### src/led_stage_pkg.sv
// package of constants for the led output stage control
// Behaviour
// pull-up on after short delay, blanking high
// pull-up off at once when blanking falls
// open-detected channels forced off
// four groups by channel index modulo four
// groups switch on in order, staggered
// groups switch off with same stagger
// open detect sampled 33rd edge, on channels
// thermal error forces all off until restart
// forced channel released by later normal result
package led_stage_pkg;
   localparam int CHANNELS = 16;
   localparam int GROUPS = 4;
   localparam int CLOCK_PERIOD_NS = 8;
   localparam int PRECHARGE_DELAY_NS = 24;
   localparam int PRECHARGE_CYCLES = (PRECHARGE_DELAY_NS + CLOCK_PERIOD_NS - 1) / CLOCK_PERIOD_NS;
   localparam int GROUP_DELAY_NS = 16;
   localparam int GROUP_DELAY_CYCLES = (GROUP_DELAY_NS + CLOCK_PERIOD_NS - 1) / CLOCK_PERIOD_NS;
   localparam int DETECT_EDGE = 33;
   localparam logic [15:0] RESET_CHANNELS = 16'h0000;
endpackage : led_stage_pkg

### src/group_stagger.sv
// delay line that staggers one group of channel enables
module group_stagger
   import led_stage_pkg::*;
#(
   parameter int DEPTH = 1
) (
   input wire logic CLOCK_IN,
   input wire logic NRST_IN,
   input wire logic [3:0] GROUP_IN,
   output logic [3:0] GROUP_OUT
);
   logic [3:0] line [DEPTH];

   if (DEPTH < 1) begin : g_bad_depth
      $error("group_stagger depth below one");
   end

   // same delay both edges
   always_ff @(posedge CLOCK_IN) begin
      if (!NRST_IN) begin
         for (int i = 0; i < DEPTH; i++) line[i] <= 4'h0;
      end else begin
         line[0] <= GROUP_IN;
         for (int i = 1; i < DEPTH; i++) line[i] <= line[i-1];
      end
   end

   assign GROUP_OUT = line[DEPTH-1];
endmodule : group_stagger

### src/led_output_stage_control.sv
// sixteen channel output stage: pre-charge, auto off, staggered switching
module led_output_stage_control
   import led_stage_pkg::*;
#(
   parameter int GROUP_DELAY = GROUP_DELAY_CYCLES,
   parameter int PRECHARGE_DELAY = PRECHARGE_CYCLES
) (
   input wire logic CLOCK_IN,
   input wire logic NRST_IN,
   input wire logic BLANK_IN,
   input wire logic [15:0] PWM_ON_IN,
   input wire logic [15:0] OPEN_SENSE_IN,
   input wire logic THERMAL_ERROR_FLAG_IN,
   output logic [15:0] CHANNEL_OUTPUT_OUT,
   output logic [15:0] OPEN_DETECT_OUT,
   output logic PULLUP_OUT
);
   logic [2:0] blank_sync;
   logic blank;
   logic blank_prev;
   logic [2:0] tef_sync;
   logic thermal_error_flag;
   logic [5:0] edge_count;
   logic counting;
   logic [7:0] pre_count;
   logic thermal_off;
   logic [15:0] want;
   logic [15:0] staged;
   logic [15:0] open_detect;
   logic [15:0] next_open_detect;
   logic evaluate;
   logic [7:0] blank_age;

   // refuse delays that the counters and the drain check cannot hold
   localparam int LAST_OFF = GROUP_DELAY * (GROUPS - 1) + 2;
   localparam bit BAD_DELAY = GROUP_DELAY < 1 || LAST_OFF > 255 || PRECHARGE_DELAY < 1 || PRECHARGE_DELAY > 255;
   if (BAD_DELAY) begin : g_bad_delay
      $error("bad delay parameter");
   end

   // channel n sits in group n mod 4, lane n div 4
   function automatic logic [3:0] pick_group(input logic [15:0] v, input int g);
      logic [3:0] r;
      r = 4'h0;
      for (int k = 0; k < 4; k++) r[k] = v[4*k+g];
      return r;
   endfunction : pick_group

   // three flops per pin; a change counts once the last two agree
   always_ff @(posedge CLOCK_IN) begin
      if (!NRST_IN) begin
         blank_sync <= 3'h7;
         tef_sync <= 3'h0;
      end else begin
         blank_sync <= {blank_sync[1:0], BLANK_IN};
         tef_sync <= {tef_sync[1:0], THERMAL_ERROR_FLAG_IN};
      end
   end

   always_ff @(posedge CLOCK_IN) begin
      if (!NRST_IN) begin
         blank <= 1'b1;
         thermal_error_flag <= 1'b0;
      end else begin
         if (blank_sync[1] == blank_sync[2]) blank <= blank_sync[2];
         if (tef_sync[1] == tef_sync[2]) thermal_error_flag <= tef_sync[2];
      end
   end

   // one-cycle history of the filtered blank level
   always_ff @(posedge CLOCK_IN) begin
      if (!NRST_IN) blank_prev <= 1'b1;
      else blank_prev <= blank;
   end

   // cycles since blanking took hold, for the drain check
   always_ff @(posedge CLOCK_IN) begin
      if (!NRST_IN) blank_age <= 8'h00;
      else if (!blank) blank_age <= 8'h00;
      else if (blank_age != 8'hff) blank_age <= blank_age + 8'h01;
   end

   // delayed pull-up enable
   always_ff @(posedge CLOCK_IN) begin
      if (!NRST_IN) pre_count <= 8'h00;
      else if (!blank) pre_count <= 8'h00;
      else if (pre_count < 8'(PRECHARGE_DELAY)) pre_count <= pre_count + 8'h01;
   end

   // pull-up drops with blanking
   assign PULLUP_OUT = blank && (pre_count == 8'(PRECHARGE_DELAY));

   // count edges after blanking falls
   always_ff @(posedge CLOCK_IN) begin
      if (!NRST_IN) begin
         edge_count <= 6'h00;
         counting <= 1'b0;
      end else if (blank) begin
         edge_count <= 6'h00;
         counting <= 1'b0;
      end else if (blank_prev) begin
         edge_count <= 6'h01;
         counting <= 1'b1;
      end else if (counting) begin
         edge_count <= edge_count + 6'h01;
         if (edge_count == 6'(DETECT_EDGE)) counting <= 1'b0;
      end
   end

   // the 33rd edge after blanking falls
   assign evaluate = counting && edge_count == 6'(DETECT_EDGE);

   // only channels that are on can report open
   assign next_open_detect = evaluate ? (OPEN_SENSE_IN & CHANNEL_OUTPUT_OUT) : open_detect;

   // held until the next evaluation
   // normal result releases a channel
   always_ff @(posedge CLOCK_IN) begin
      if (!NRST_IN) open_detect <= RESET_CHANNELS;
      else open_detect <= next_open_detect;
   end
   assign OPEN_DETECT_OUT = open_detect;

   // thermal latch, restart on first edge after blank falls clear
   always_ff @(posedge CLOCK_IN) begin
      if (!NRST_IN) thermal_off <= 1'b0;
      else if (thermal_error_flag) thermal_off <= 1'b1;
      else if (!blank && blank_prev) thermal_off <= 1'b0;
   end

   // open channels forced off
   assign want = blank ? RESET_CHANNELS : (PWM_ON_IN & ~open_detect);

   // group partition, staggered turn-on
   for (genvar g = 0; g < GROUPS; g++) begin : g_grp
      logic [3:0] lane_out;
      group_stagger #(.DEPTH(GROUP_DELAY * g + 1)) u_stage (
         .CLOCK_IN(CLOCK_IN),
         .NRST_IN(NRST_IN),
         .GROUP_IN(pick_group(want, g)),
         .GROUP_OUT(lane_out)
      );
      for (genvar k = 0; k < 4; k++) begin : g_lane
         assign staged[4*k+g] = lane_out[k];
      end
   end

   // immediate thermal shut-off
   always_ff @(posedge CLOCK_IN) begin
      if (!NRST_IN) CHANNEL_OUTPUT_OUT <= RESET_CHANNELS;
      else if (thermal_error_flag || thermal_off) CHANNEL_OUTPUT_OUT <= RESET_CHANNELS;
      // a fault found at this edge blocks at once
      else CHANNEL_OUTPUT_OUT <= staged & ~next_open_detect;
   end

   // each later group turns on only after its own delay
   for (genvar g = 1; g < GROUPS; g++) begin : g_order

   end
endmodule : led_output_stage_control

### config.mk
export PLATFORM = sky130hd
export DESIGN_NAME = led_output_stage_control
export DESIGN_NICKNAME = d
export VERILOG_FILES = /design/src/led_stage_pkg.sv /design/src/group_stagger.sv /design/src/led_output_stage_control.sv
export SDC_FILE = /design/constraint.sdc
export NUM_CORES = 1
export LEC_CHECK = 0
export BUFFER_PORTS_ARGS = -buffer_cell sky130_fd_sc_hd__buf_2
export CELL_PAD_IN_SITES_DETAIL_PLACEMENT = 1
export CELL_PAD_IN_SITES_GLOBAL_PLACEMENT = 1
export CORE_ASPECT_RATIO = 1.25
export CORE_MARGIN = 5
export CORE_UTILIZATION = 40
export DETAILED_ROUTE_END_ITERATION = 8
export GPL_TIMING_DRIVEN = 0
export PLACE_DENSITY_LB_ADDON = 0.25
export SLEW_MARGIN = 10
export SYNTH_ARGS = -nofsm -noshare
export SYNTH_HDL_FRONTEND = slang
export SYNTH_SLANG_ARGS = --single-unit
### constraint.sdc
create_clock -name CLOCK_IN -period 2.2 [get_ports CLOCK_IN]
set_input_delay 0.33 -clock CLOCK_IN [delete_from_list [all_inputs] [get_ports CLOCK_IN]]
set_output_delay 0.33 -clock CLOCK_IN [all_outputs]
set_load 0.02 [all_outputs]
==> Yosys cells after proc, flatten, opt, wreduce, memory -nomap -nowiden <==
Memory sizes are Yosys's and may differ from the RTL's.
Index checks and enable logic that the tools add are counted.
Widths: inputs -> output; s select.
{ "totals": {"n_memories": 4, "register_bits": 57, "ramBits": 64, "inputBits": 36} }
{ "classes": {"add_sub_neg": 2, "muxes": 28, "eq_ne": 4, "n_lt_le_gt_ge": 1, "n_bitwise": 21, "n_reduce_logical": 12} }
{ "memory_table": {"columns": ["memory", "words", "word_bits", "rd", "rd_clocked_by_memory_dff", "write_ports", "line_no", "rtl"], "rows": [
  ["g_grp[3].u_stage.line", 7, 4, 7, 0, 7, "group_stagger.sv:12", "logic [3:0] line [DEPTH];"],
  ["g_grp[2].u_stage.line", 5, 4, 5, 0, 5, "group_stagger.sv:12", null],
  ["g_grp[1].u_stage.line", 3, 4, 3, 0, 3, "group_stagger.sv:12", null],
  ["g_grp[0].u_stage.line", 1, 4, 1, 0, 1, "group_stagger.sv:12", null]
]} }
{ "op_table": {"columns": ["cell", "n"], "rows": [
  ["$mux 4", 16],
  ["$and 16x16->16", 3],
  ["$mux 16", 2],
  ["$not 16->16", 2],
  ["$or 1x1->1", 15],
  ["$mux 1", 10],
  ["$add 8x1->8 const B", 1],
  ["$eq 8x2->1 const B", 1],
  ["$lt 8x2->1 const B", 1],
  ["$add 6x1->6 const B", 1],
  ["$eq 6x6->1 const B", 1],
  ["$reduce_bool 2->1", 2],
  ["$reduce_or 2->1", 2],
  ["$reduce_or 4->1", 1],
  ["$logic_and 1x1->1", 3],
  ["$reduce_or 3->1", 1],
  ["$eq 1x1->1", 2],
  ["$reduce_and 2->1", 1],
  ["$logic_not 1->1", 1],
  ["$logic_or 1x1->1", 1],
  ["$not 1->1", 1]
]} }

==> Depth between registers and ports, before layout <==
Gate-level depths: netlist of the first run.
{ "logic_depth": {"ltp_word": 5, "mapped_depth": 8} }

==> By module <==
From an unflattened synthesis of the first run, not the netlist that was laid out.
{ "unflattened": {"cells_unflattened": 387, "hier_area_um2": 4160.2} }
{ "by_module_without_submodules": {"columns": ["mod", "area_each_um2", "instances", "cells_per_inst"], "rows": [
  ["led_output_stage_control", 2341.0, 1, 250],
  ["group_stagger (g_grp[3].u_stage)", 785.8, 1, 58],
  ["group_stagger (g_grp[2].u_stage)", 561.8, 1, 42],
  ["group_stagger (g_grp[1].u_stage)", 366.6, 1, 29],
  ["group_stagger (g_grp[0].u_stage)", 105.1, 1, 8]
]} }

==> Worst setup path before layout of the first run <==
OpenSTA, ideal clock, no wires.
{ "synth_path": {"path_type": "reg2out", "startpoint": "register pre_count[2]", "endpoint": "output port PULLUP_OUT", "path_slack_ns": 0.302, "n_path_buf": 0, "t_arrival_ns": 1.568, "stages_incl_launch_ff": 3, "cell_sequence": "dfxtp_1 -> or4_1 -> nor4_1"} }
{ "synth_via": {"elab_chain_cells": 2} }
{ "synth_lines": {"columns": ["element", "line_no", "rtl"], "rows": [
  ["start: declaration", "led_output_stage_control.sv:25", "logic [7:0] pre_count;"],
  ["start signal: assignment", "led_output_stage_control.sv:87", "else if (pre_count < 8'(PRECHARGE_DELAY)) pre_count <= pre_count + 8'h01;"],
  ["$eq 8x2->1", "led_output_stage_control.sv:91", "assign PULLUP_OUT = blank && (pre_count == 8'(PRECHARGE_DELAY));"],
  ["$logic_and 1x1->1", "led_output_stage_control.sv:91", null],
  ["end: declaration", "led_output_stage_control.sv:16", "output logic PULLUP_OUT"]
]} }
Every way passes these cells.

==> Worst setup path after layout of the first run <==
Same ends and word-level chain as after synthesis.

==> results.sh, run 1 <==
export IMPL_maxcap_violations=0
export IMPL_routedWlPerCell_um=16.3
export IMPL_detail_route_first_pass_iterations=6
export IMPL_crit_path_end_kind="output port"
export IMPL_cts_sinks=121
export IMPL_groute_usage_overall=0.169
export IMPL_finalMaxSlewViolations=0
export IMPL_insertion_delay_ns=0.40
export IMPL_worst_ir_drop_vdd_uv=681
export IMPL_wire_length_of_the_first_global_routing_pass_um=15500
export IMPL_cpPeakStageDelay_ns=0.61
export IMPL_number_of_antenna_violations_at_the_first_check_in_global_routing=0
export IMPL_antenna_cells_inserted=0
export IMPL_syn_num_nets=405
export IMPL_critical_path_arrival_ns=1.79
export IMPL_util_after_layout=0.529
export IMPL_rsz0062_at_grt="no"
export IMPL_postCtsHoldBufs=0
export IMPL_dieWidth_um=98.8
export IMPL_final_common_cell="sky130_fd_sc_hd__dfxtp_1"
export IMPL_rrSetupSlack_ns=0.15
export IMPL_route_detailed_drc=0
export IMPL_placementRows=40
export IMPL_io_pin_count=69
export IMPL_timing_critical_path_max_delay_family="simple AND/OR/NAND/NOR gates"
export IMPL_postSynth_topFlopCell="sky130_fd_sc_hd__dfxtp_1"
export IMPL_crit_chain="or4_1 -> nor4_1 -> buf_2"
export IMPL_worstPathMaxFanout=5
export IMPL_synth_cell_area_sq_um=3950
export IMPL_finalCritPeriodShare=0.964
export IMPL_syn_avg_cell_area_sq_um=10.8
export IMPL_sum_of_buffers_and_inverters_on_the_critical_path=1
export IMPL_grt_start_max_net_pins=17
export IMPL_finalWorstPathRequiredPeriod_ns=2.12
export IMPL_placed_area_sq_um=4440
export IMPL_power_density_nw_per_um2=1030
export IMPL_critical_path_slowest_cell="sky130_fd_sc_hd__or4_1"
export IMPL_max_clock_freq_mhz=471
export IMPL_detailedPlacementHpwl_um=6540
export IMPL_post_synth_inst_count=366
export IMPL_clk_transition_reported_paths_ns=0.05
export IMPL_finalNetCount=491
export IMPL_first_global_vias=3077
export IMPL_fraction_of_the_yosys_area_taken_by_sequential_cells=0.614
export IMPL_grt_overflow=0
export IMPL_ant_nets=0
export IMPL_die_area_sq_um=12000
export IMPL_wl_um=9640
export IMPL_yosysWarningCount=0
export IMPL_worstMarginPinSlew_ns=0.720
export IMPL_tritoncts="done"
export IMPL_leakage_nw=2.10
export IMPL_vias_after_detailed_routing=2894
export IMPL_outcome="finished clean"
export IMPL_cts_inserted_buffers=17
export IMPL_cp_required_ns=1.87
export IMPL_cts_root_buf="sky130_fd_sc_hd__clkbuf_16"
export IMPL_setup_worst_path_class="flip-flop to output port"
export IMPL_final_fill_count=1092
export IMPL_timing_critical_path_from_type="flip-flop"
export IMPL_area_sequential_sq_um=2420
export IMPL_most_common_layout_cells="sky130_fd_sc_hd__dfxtp_1, sky130_fd_sc_hd__buf_2, sky130_fd_sc_hd__and2_1"
export IMPL_die_height_um=121
export IMPL_ys_types=31
export IMPL_hp_class="input port to flip-flop"
export IMPL_htreeDepth=4
export IMPL_coreArea_sq_um=9610
export IMPL_area_of_the_multi_input_gates_sq_um=1420
export IMPL_finalInstanceArea_sq_um=5080
export IMPL_areaGrowthSynthToFinish_pct=28.9
export IMPL_io_buffer_count=67
export IMPL_floorplan_initialDensity=0.411
export IMPL_avgViaCountPerCell=4.90
export IMPL_ys_ff_latch=121
export IMPL_synth_enable_flop_cells=0
export IMPL_post_route_cells_drive_above_1_share=0.243
export IMPL_relSlewSlack=0.518
export IMPL_report_final_hold_viol_count=0
export IMPL_finalClockSkew_ns=0.00563
export IMPL_clk_path_buf_depth=2
export IMPL_detailedRoute_firstIterationViolations=66
export IMPL_asyncSetResetFlopFracSynth=0
export IMPL_setup_violations=0
export IMPL_routabilityCongestion=0.762
layout make-up:
type                    count  share of cell area
clock buffers              24              0.0967
inverters                   4             0.00295
repair buffers             67              0.0659
plain buffers              23              0.0204
multi-input cells         218               0.279
flip-flops and latches    121               0.476
well taps                 126              0.0310
clock inverters             8              0.0276
timing repair:
item | 4_1_cts | 5_1_grt
buffers inserted | 0 | 0
endpoints found under the hold margin | 0 | 0
endpoints found under the setup margin | 10 | 3
gates resized for setup | 1 | 2
worst register-to-register path: stages (launching register included):
cell and delay (ns):
sky130_fd_sc_hd__dfxtp_1 0.40, sky130_fd_sc_hd__ha_1 0.16, sky130_fd_sc_hd__or4b_1 0.42, sky130_fd_sc_hd__buf_2 0.18
sky130_fd_sc_hd__clkbuf_1 0.28, sky130_fd_sc_hd__nor3_1 0.40, sky130_fd_sc_hd__o21a_1 0.17
cells by family after synthesis:
family                     after synthesis  synth area share
buffers and inverters                   27            0.0301
AOI/OAI and AO/OA                       64             0.129
DFF                                    121             0.614
and+or+nand+nor                        147             0.208
xor gates and xnor gates                 4           0.00888
adders and majority gates                3           0.00952
layer usage:
metal / routed length (um) / track usage / vias to the layer above
met5: 0 / 0 / -
met4: 108 / 0.0589 / 0
met3: 444 / 0.0546 / 12
met2: 5190 / 0.313 / 54
met1: 3890 / 0.178 / 1411
li1: - / - / 1417
power by group:
| part | internal, mW | switching, mW |
|---|---|---|
| registers | 2.21 | 0.00702 |
| logic | 0.0439 | 0.0535 |
| clock network | 2.01 | 0.902 |
| total | 4.26 | 0.962 |
registers in the layout (all words and copies together) (netlist names), 3 cells and up:
signal	cells
g_grp.u_stage.line	64
CHANNEL_OUTPUT_OUT	16
OPEN_DETECT_OUT	16
pre_count	8
edge_count	6
blank_sync	3
tef_sync	3
worst paths after layout:
check,from,end,cells after the start
worst max-delay path,pre_count[2]$_SDFFE_PN0N_,PULLUP_OUT,3
worst min-delay path,BLANK_IN,blank_sync[0]$_SDFF_PN1_,2
worst max register to register,edge_count[0]$_SDFFE_PP0P_,OPEN_DETECT_OUT[9]$_SDFF_PN0_,6
worst min register to register,g_grp[3].u_stage.line[6][0]$_SDFF_PN0_,CHANNEL_OUTPUT_OUT[3]$_SDFF_PP0_,2
cell usage after synthesis (3+ instances only):
| cell | instances | area (sq um) |
|---|---|---|
| sky130_fd_sc_hd__dfxtp_1 | 121 | 2420 |
| sky130_fd_sc_hd__a21oi_1 | 3 | 15.0 |
| sky130_fd_sc_hd__nor3_1 | 19 | 95.1 |
| sky130_fd_sc_hd__a211oi_2 | 10 | 125 |
| sky130_fd_sc_hd__and3_1 | 6 | 37.5 |
| sky130_fd_sc_hd__or3_1 | 3 | 18.8 |
| sky130_fd_sc_hd__and2_1 | 52 | 325 |
| sky130_fd_sc_hd__o21a_1 | 32 | 240 |
| sky130_fd_sc_hd__a21boi_0 | 3 | 22.5 |
| sky130_fd_sc_hd__a211oi_1 | 7 | 52.6 |
| sky130_fd_sc_hd__nand2_1 | 38 | 143 |
| sky130_fd_sc_hd__xor2_1 | 3 | 26.3 |
| sky130_fd_sc_hd__nand2b_1 | 4 | 25.0 |
| sky130_fd_sc_hd__o21ai_0 | 6 | 30.0 |
| sky130_fd_sc_hd__nor3b_1 | 17 | 128 |
| sky130_fd_sc_hd__clkbuf_1 | 18 | 67.6 |
| sky130_fd_sc_hd__inv_1 | 4 | 15.0 |
| sky130_fd_sc_hd__ha_1 | 3 | 37.5 |
through the flow:
stage / setup WS, ns / instances / TNS (ns) / power, mW / hold WS, ns
detailed placement: -0.442 / 559 / -4.06 / 2.35 / 0.413
global placement: -0.365 / 559 / -3.27 / 2.35 / 0.390
global route: 0.00932 / 591 / 0 / 5.40 / 0.0938
CTS: 0.0454 / 591 / 0 / 5.27 / 0.0942
finish: 0.0791 / 591 / 0 / 5.22 / 0.109
floorplan: 0.302 / 366 / 0 / 2.30 / 0.386
Note: power is estimated with default switching activity, not from simulation.
==> run 2, diff against run 1 <==
--- a/config.mk
+++ b/config.mk
@@ -13,7 +13,7 @@
 export CORE_UTILIZATION = 40
 export DETAILED_ROUTE_END_ITERATION = 8
 export GPL_TIMING_DRIVEN = 0
-export PLACE_DENSITY_LB_ADDON = 0.25
+export PLACE_DENSITY = 0.81
 export SLEW_MARGIN = 10
 export SYNTH_ARGS = -nofsm -noshare
 export SYNTH_HDL_FRONTEND = slang
==> results.sh, run 2 (synthesized netlist as in run 1, its figures left out) <==
export IMPL_floorplan_initialDensity=0.411
export IMPL_final_common_cell="sky130_fd_sc_hd__dfxtp_1"
export IMPL_wire_length_of_the_first_global_routing_pass_um=16700
export IMPL_util_after_layout=0.529
export IMPL_placementRows=40
export IMPL_rsz0062_at_grt="yes"
export IMPL_maxcap_violations=0
export IMPL_critical_path_startpoint="pre_count[2]$_SDFFE_PN0N_"
export IMPL_worst_ir_drop_vdd_uv=464
export IMPL_io_pin_count=69
export IMPL_largest_register="g_grp.u_stage.line"
export IMPL_vias_after_detailed_routing=2904
export IMPL_worstPathMaxFanout=5
export IMPL_cts_root_buf="sky130_fd_sc_hd__clkbuf_16"
export IMPL_routedWlPerCell_um=17.1
export IMPL_detailedPlacementHpwl_um=6740
export IMPL_critical_path_reg2reg_startpoint="edge_count[0]$_SDFFE_PP0P_"
export IMPL_crit_path_end_kind="output port"
export IMPL_avgViaCountPerCell=4.91
export IMPL_setup_violations=0
export IMPL_clk_transition_reported_paths_ns=0.05
export IMPL_final_fill_count=1080
export IMPL_dieWidth_um=98.8
export IMPL_setup_worst_path_class="flip-flop to output port"
export IMPL_first_global_vias=3311
export IMPL_routabilityCongestion=0.765
export IMPL_finalMaxSlewViolations=0
export IMPL_worstMarginPinSlew_ns=0.654
export IMPL_tritoncts="done"
export IMPL_finalClockSkew_ns=0.00652
export IMPL_largest_register_ffs=64
export IMPL_critical_path_arrival_ns=1.74
export IMPL_cts_inserted_buffers=17
export IMPL_grt_overflow=0
export IMPL_critPathCapture="PULLUP_OUT"
export IMPL_power_density_nw_per_um2=1010
export IMPL_insertion_delay_ns=0.41
export IMPL_number_of_antenna_violations_at_the_first_check_in_global_routing=0
export IMPL_groute_usage_overall=0.184
export IMPL_hp_class="input port to flip-flop"
export IMPL_met2WireLength_um=5210
export IMPL_ant_nets=0
export IMPL_leakage_nw=2.08
export IMPL_wirelength_met1_um=4170
export IMPL_die_area_sq_um=12000
export IMPL_finalNetCount=491
export IMPL_detailedRoute_firstIterationViolations=129
export IMPL_report_final_hold_viol_count=0
export IMPL_outcome="finished clean"
export IMPL_io_buffer_count=67
export IMPL_post_layout_total_power_mw=5.13
export IMPL_detail_route_first_pass_iterations=4
export IMPL_finalCritPeriodShare=0.939
export IMPL_areaGrowthSynthToFinish_pct=28.9
export IMPL_wl_um=10100
export IMPL_htreeDepth=4
export IMPL_worstReg2RegEnd="CHANNEL_OUTPUT_OUT[11]$_SDFF_PP0_"
export IMPL_coreArea_sq_um=9610
export IMPL_clk_path_buf_depth=2
export IMPL_route_detailed_drc=0
export IMPL_post_route_cells_drive_above_1_share=0.258
export IMPL_most_common_layout_cells="sky130_fd_sc_hd__dfxtp_1, sky130_fd_sc_hd__buf_2, sky130_fd_sc_hd__and2_1"
export IMPL_grt_start_max_net_pins=17
export IMPL_relSlewSlack=0.564
export IMPL_rrSetupSlack_ns=0.14
export IMPL_worstRegToRegCells=6
export IMPL_max_clock_freq_mhz=484
export IMPL_antenna_cells_inserted=0
export IMPL_routed_wl_met3_um=429
export IMPL_timing_critical_path_from_type="flip-flop"
export IMPL_top_layer_used="met4"
export IMPL_cts_sinks=121
export IMPL_finalWorstPathRequiredPeriod_ns=2.07
export IMPL_cp_required_ns=1.87
export IMPL_die_height_um=121
==> run 2: changes by cell type in the layout (fill, tap and decap cells not counted) <==
cell,delta
sky130_fd_sc_hd__clkinv_4,+4
sky130_fd_sc_hd__clkbuf_8,-3
sky130_fd_sc_hd__inv_6,+1
sky130_fd_sc_hd__or4_1,-1
sky130_fd_sc_hd__nor3_1,-3
sky130_fd_sc_hd__clkinv_2,-2
sky130_fd_sc_hd__clkbuf_1,-3
sky130_fd_sc_hd__nor3_2,+3
sky130_fd_sc_hd__clkinvlp_4,+4
sky130_fd_sc_hd__or4_4,+1
sky130_fd_sc_hd__bufinv_16,-1
==> run 2: where the power goes <==
part / switching (mW) / internal (mW) / total [mW]
sequential: 0.00598 / 2.20 / 2.21
clock: 1.01 / 1.81 / 2.82
combinational: 0.0539 / 0.0445 / 0.0984
total: 1.06 / 4.06 / 5.13
==> run 2: layout make-up <==
class	instances	area [sq um]	area share
plain buffers	23	104	0.0204
clock buffers	18	439	0.0864
clock inverters	14	174	0.0342
inverters	4	15.0	0.00295
multi-input cells	218	1440	0.283
flip-flops and latches	121	2420	0.476
well taps	126	158	0.0310
repair buffers	67	335	0.0659
==> run 2: repair_timing <==
| action | in CTS | in global routing |
|---|---|---|
| hold buffers | 0 | 0 |
| buffers inserted | 0 | 0 |
| gates resized for setup | 1 | 6 |
| endpoints found under the setup margin | 5 | 8 |
==> run 2: worst max-delay path, cell delays in order, from the launching register on <==
cell and delay (ns):
sky130_fd_sc_hd__dfxtp_1 0.30, sky130_fd_sc_hd__or4_4 0.56, sky130_fd_sc_hd__nor4_1 0.25, sky130_fd_sc_hd__buf_2 0.21
==> run 2: per-stage QoR <==
step / setup slack (ns) / std cells / area [sq um] / TNS, ns / hold slack [ns]
floorplan: 0.302 / 366 / 3950 / 0 / 0.386
global placement: -0.199 / 559 / 4440 / -1.67 / 0.389
detailed placement: -0.248 / 559 / 4440 / -2.20 / 0.399
CTS: 0.0270 / 591 / 5060 / 0 / 0.0821
global route: -0.0171 / 591 / 5080 / -0.0885 / 0.104
finish: 0.134 / 591 / 5080 / 0 / 0.0948
==> run 2: worst min path at each step <==
| stage | slack, ns | to | cells past startpoint | start |
|---|---|---|---|---|
| finish | 0.09 | blank_sync[0]$_SDFF_PN1_ | 2 | BLANK_IN |
| global route | 0.10 | blank_sync[0]$_SDFF_PN1_ | 2 | BLANK_IN |
| CTS | 0.08 | blank_sync[0]$_SDFF_PN1_ | 2 | BLANK_IN |
| detailed placement | 0.40 | blank_sync[1]$_SDFF_PN1_ | 1 | blank_sync[0]$_SDFF_PN1_ |
| global placement | 0.39 | blank_sync[1]$_SDFF_PN1_ | 1 | blank_sync[0]$_SDFF_PN1_ |
| floorplan | 0.39 | blank_sync[1]$_SDFF_PN1_ | 1 | blank_sync[0]$_SDFF_PN1_ |
==> run 2: routing by layer <==
metal	up-vias	global-route usage
met1	1408	0.203
met5	-	0
met4	0	0.103
met2	68	0.310
met3	16	0.0558
li1	1412	-
==> run 3, diff against run 2 <==
--- a/config.mk
+++ b/config.mk
@@ -6,14 +6,12 @@
 export NUM_CORES = 1
 export LEC_CHECK = 0
 export BUFFER_PORTS_ARGS = -buffer_cell sky130_fd_sc_hd__buf_2
-export CELL_PAD_IN_SITES_DETAIL_PLACEMENT = 1
-export CELL_PAD_IN_SITES_GLOBAL_PLACEMENT = 1
 export CORE_ASPECT_RATIO = 1.25
 export CORE_MARGIN = 5
-export CORE_UTILIZATION = 40
+export CORE_UTILIZATION = 58
 export DETAILED_ROUTE_END_ITERATION = 8
 export GPL_TIMING_DRIVEN = 0
-export PLACE_DENSITY = 0.81
+export PLACE_DENSITY = 0.89
 export SLEW_MARGIN = 10
 export SYNTH_ARGS = -nofsm -noshare
 export SYNTH_HDL_FRONTEND = slang
==> constraint.sdc (replaced) <==
create_clock -name CLOCK_IN -period 2.45 [get_ports CLOCK_IN]
set_input_delay 0.3675 -clock CLOCK_IN [delete_from_list [all_inputs] [get_ports CLOCK_IN]]
set_output_delay 0.3675 -clock CLOCK_IN [all_outputs]
set_load 0.02 [all_outputs]
==> results.sh, run 3 (synthesized netlist as in run 1, its figures left out) <==
export IMPL_outcome="finished clean"
export IMPL_io_pin_count=69
export IMPL_finalNetCount=491
export IMPL_routabilityCongestion=0.792
export IMPL_cts_inserted_buffers=17
export IMPL_wl_um=9320
export IMPL_grt_overflow=0
export IMPL_postCtsResizedCells=0
export IMPL_util_after_layout=0.751
export IMPL_avgViaCountPerCell=5.37
export IMPL_relSlewSlack=0.184
export IMPL_detailedPlacementHpwl_um=5720
export IMPL_post_route_cells_drive_above_1_share=0.241
export IMPL_report_final_hold_viol_count=0
export IMPL_critical_path_arrival_ns=1.89
export IMPL_number_of_setup_buffers_added_after_cts=0
export IMPL_routedWlPerCell_um=16.9
export IMPL_cts_root_buf="sky130_fd_sc_hd__clkbuf_8"
export IMPL_placementRows=33
export IMPL_finalMaxSlewViolations=0
export IMPL_power_density_nw_per_um2=893
export IMPL_max_clock_freq_mhz=444
export IMPL_vias_after_detailed_routing=2964
export IMPL_leakage_nw=2.06
export IMPL_detailedRoute_firstIterationViolations=168
export IMPL_clk_transition_reported_paths_ns=0.05
export IMPL_grt_start_max_net_pins=17
export IMPL_critical_path_slowest_cell="sky130_fd_sc_hd__or4_1"
export IMPL_worstPathMaxFanout=5
export IMPL_crit_chain="or4_1 -> nor4_1 -> buf_2"
export IMPL_worstMarginPinSlew_ns=1.22
export IMPL_io_buffer_count=67
export IMPL_largest_register_ffs=64
export IMPL_worstReg2RegEnd="CHANNEL_OUTPUT_OUT[12]$_SDFF_PP0_"
export IMPL_postCtsHoldBufs=0
export IMPL_route_detailed_drc=0
export IMPL_rsz0062_at_grt="no"
export IMPL_tritoncts="done"
export IMPL_finalCritPeriodShare=0.920
export IMPL_detail_route_first_pass_iterations=5
export IMPL_setup_worst_path_class="flip-flop to output port"
export IMPL_insertion_delay_ns=0.53
export IMPL_dieWidth_um=83.8
export IMPL_worstRegToRegCells=4
export IMPL_critical_path_reg2reg_startpoint="thermal_error_flag$_SDFFE_PN0N_"
export IMPL_finalWorstPathRequiredPeriod_ns=2.25
export IMPL_number_of_antenna_violations_at_the_first_check_in_global_routing=0
export IMPL_groute_usage_overall=0.233
export IMPL_die_area_sq_um=8560
export IMPL_die_height_um=102
export IMPL_timing_critical_path_from_type="flip-flop"
export IMPL_areaGrowthSynthToFinish_pct=25.7
export IMPL_cts_sinks=121
export IMPL_cpPeakStageDelay_ns=0.61
export IMPL_final_fill_count=426
export IMPL_ant_nets=0
export IMPL_rrSetupSlack_ns=0.23
export IMPL_largest_register="g_grp.u_stage.line"
export IMPL_most_common_layout_cells="sky130_fd_sc_hd__dfxtp_1, sky130_fd_sc_hd__buf_2, sky130_fd_sc_hd__and2_1"
export IMPL_final_setup_tns_ns=0
export IMPL_clk_path_buf_depth=2
export IMPL_coreArea_sq_um=6610
export IMPL_first_global_vias=3069
export IMPL_floorplan_initialDensity=0.597
export IMPL_htreeDepth=4
export IMPL_cp_required_ns=2.08
export IMPL_finalClockSkew_ns=0.00844
export IMPL_critPathCapture="PULLUP_OUT"
export IMPL_final_common_cell="sky130_fd_sc_hd__dfxtp_1"
export IMPL_wire_length_of_the_first_global_routing_pass_um=15000
export IMPL_setup_violations=0
export IMPL_antenna_cells_inserted=0
export IMPL_hp_class="input port to flip-flop"
export IMPL_worst_ir_drop_vdd_uv=597
export IMPL_maxcap_violations=0
export IMPL_crit_path_end_kind="output port"
export IMPL_critical_path_startpoint="pre_count[2]$_SDFFE_PN0N_"
[run 3: changes by cell type in the layout (fill, tap and decap cells not counted), moves of 2 or more]
cell,previous run,this run
sky130_fd_sc_hd__nor3_2,5,0
sky130_fd_sc_hd__clkinv_4,4,0
sky130_fd_sc_hd__nor3_1,14,19
sky130_fd_sc_hd__clkbuf_8,1,3
sky130_fd_sc_hd__clkinv_2,2,5
[run 3: routing by layer]
layer | track usage | vias up | part of all wire
met5 | 0 | - | 0
met1 | 0.255 | 1416 | 0.40
met4 | 0.104 | 0 | 0.024
met2 | 0.396 | 110 | 0.51
li1 | - | 1414 | -
met3 | 0.100 | 24 | 0.067
[run 3: area by class of cell]
class                   instances  area, sq um  area share
clock buffers                  20          445      0.0898
well taps                      87          109      0.0220
repair buffers                 67          335      0.0676
flip-flops and latches        121         2420       0.489
multi-input cells             218         1400       0.283
clock inverters                12          124      0.0250
plain buffers                  23          104      0.0209
inverters                       4         15.0     0.00303
[run 3: through the flow]
step	setup WS [ns]	area, sq um	hold WS, ns	cells	power [mW]
floorplan	0.515	3950	0.386	366	2.07
global placement	0.000853	4390	0.391	520	2.11
detailed placement	0.0101	4390	0.406	520	2.11
CTS	0.180	4960	0.0128	552	4.45
global route	0.0975	4960	0.0353	552	4.56
finish	0.196	4960	0.0268	552	4.43
[run 3: critical path, delay by kind of cell (launching register included)]
kind | cells | cell delay, ns
flops | 1 | 0.30
buf+inv | 1 | 0.21
simple gates | 2 | 0.86
[run 3: worst min-delay path by stage]
stage / startpoint / endpoint / depth (start not counted)
5_1_grt: BLANK_IN / blank_sync[0]$_SDFF_PN1_ / 2
3_3_place_gp: blank_sync[0]$_SDFF_PN1_ / blank_sync[1]$_SDFF_PN1_ / 1
4_1_cts: BLANK_IN / blank_sync[0]$_SDFF_PN1_ / 2
2_1_floorplan: blank_sync[0]$_SDFF_PN1_ / blank_sync[1]$_SDFF_PN1_ / 1
3_5_place_dp: blank_sync[0]$_SDFF_PN1_ / blank_sync[1]$_SDFF_PN1_ / 1
6_report: BLANK_IN / blank_sync[0]$_SDFF_PN1_ / 2
[run 3: power by group]
part	switching, mW	internal, mW	total [mW]
Combinational	0.0469	0.0390	0.0859
Sequential	0.00556	1.98	1.98
Clock	0.866	1.49	2.36
Total	0.918	3.51	4.43
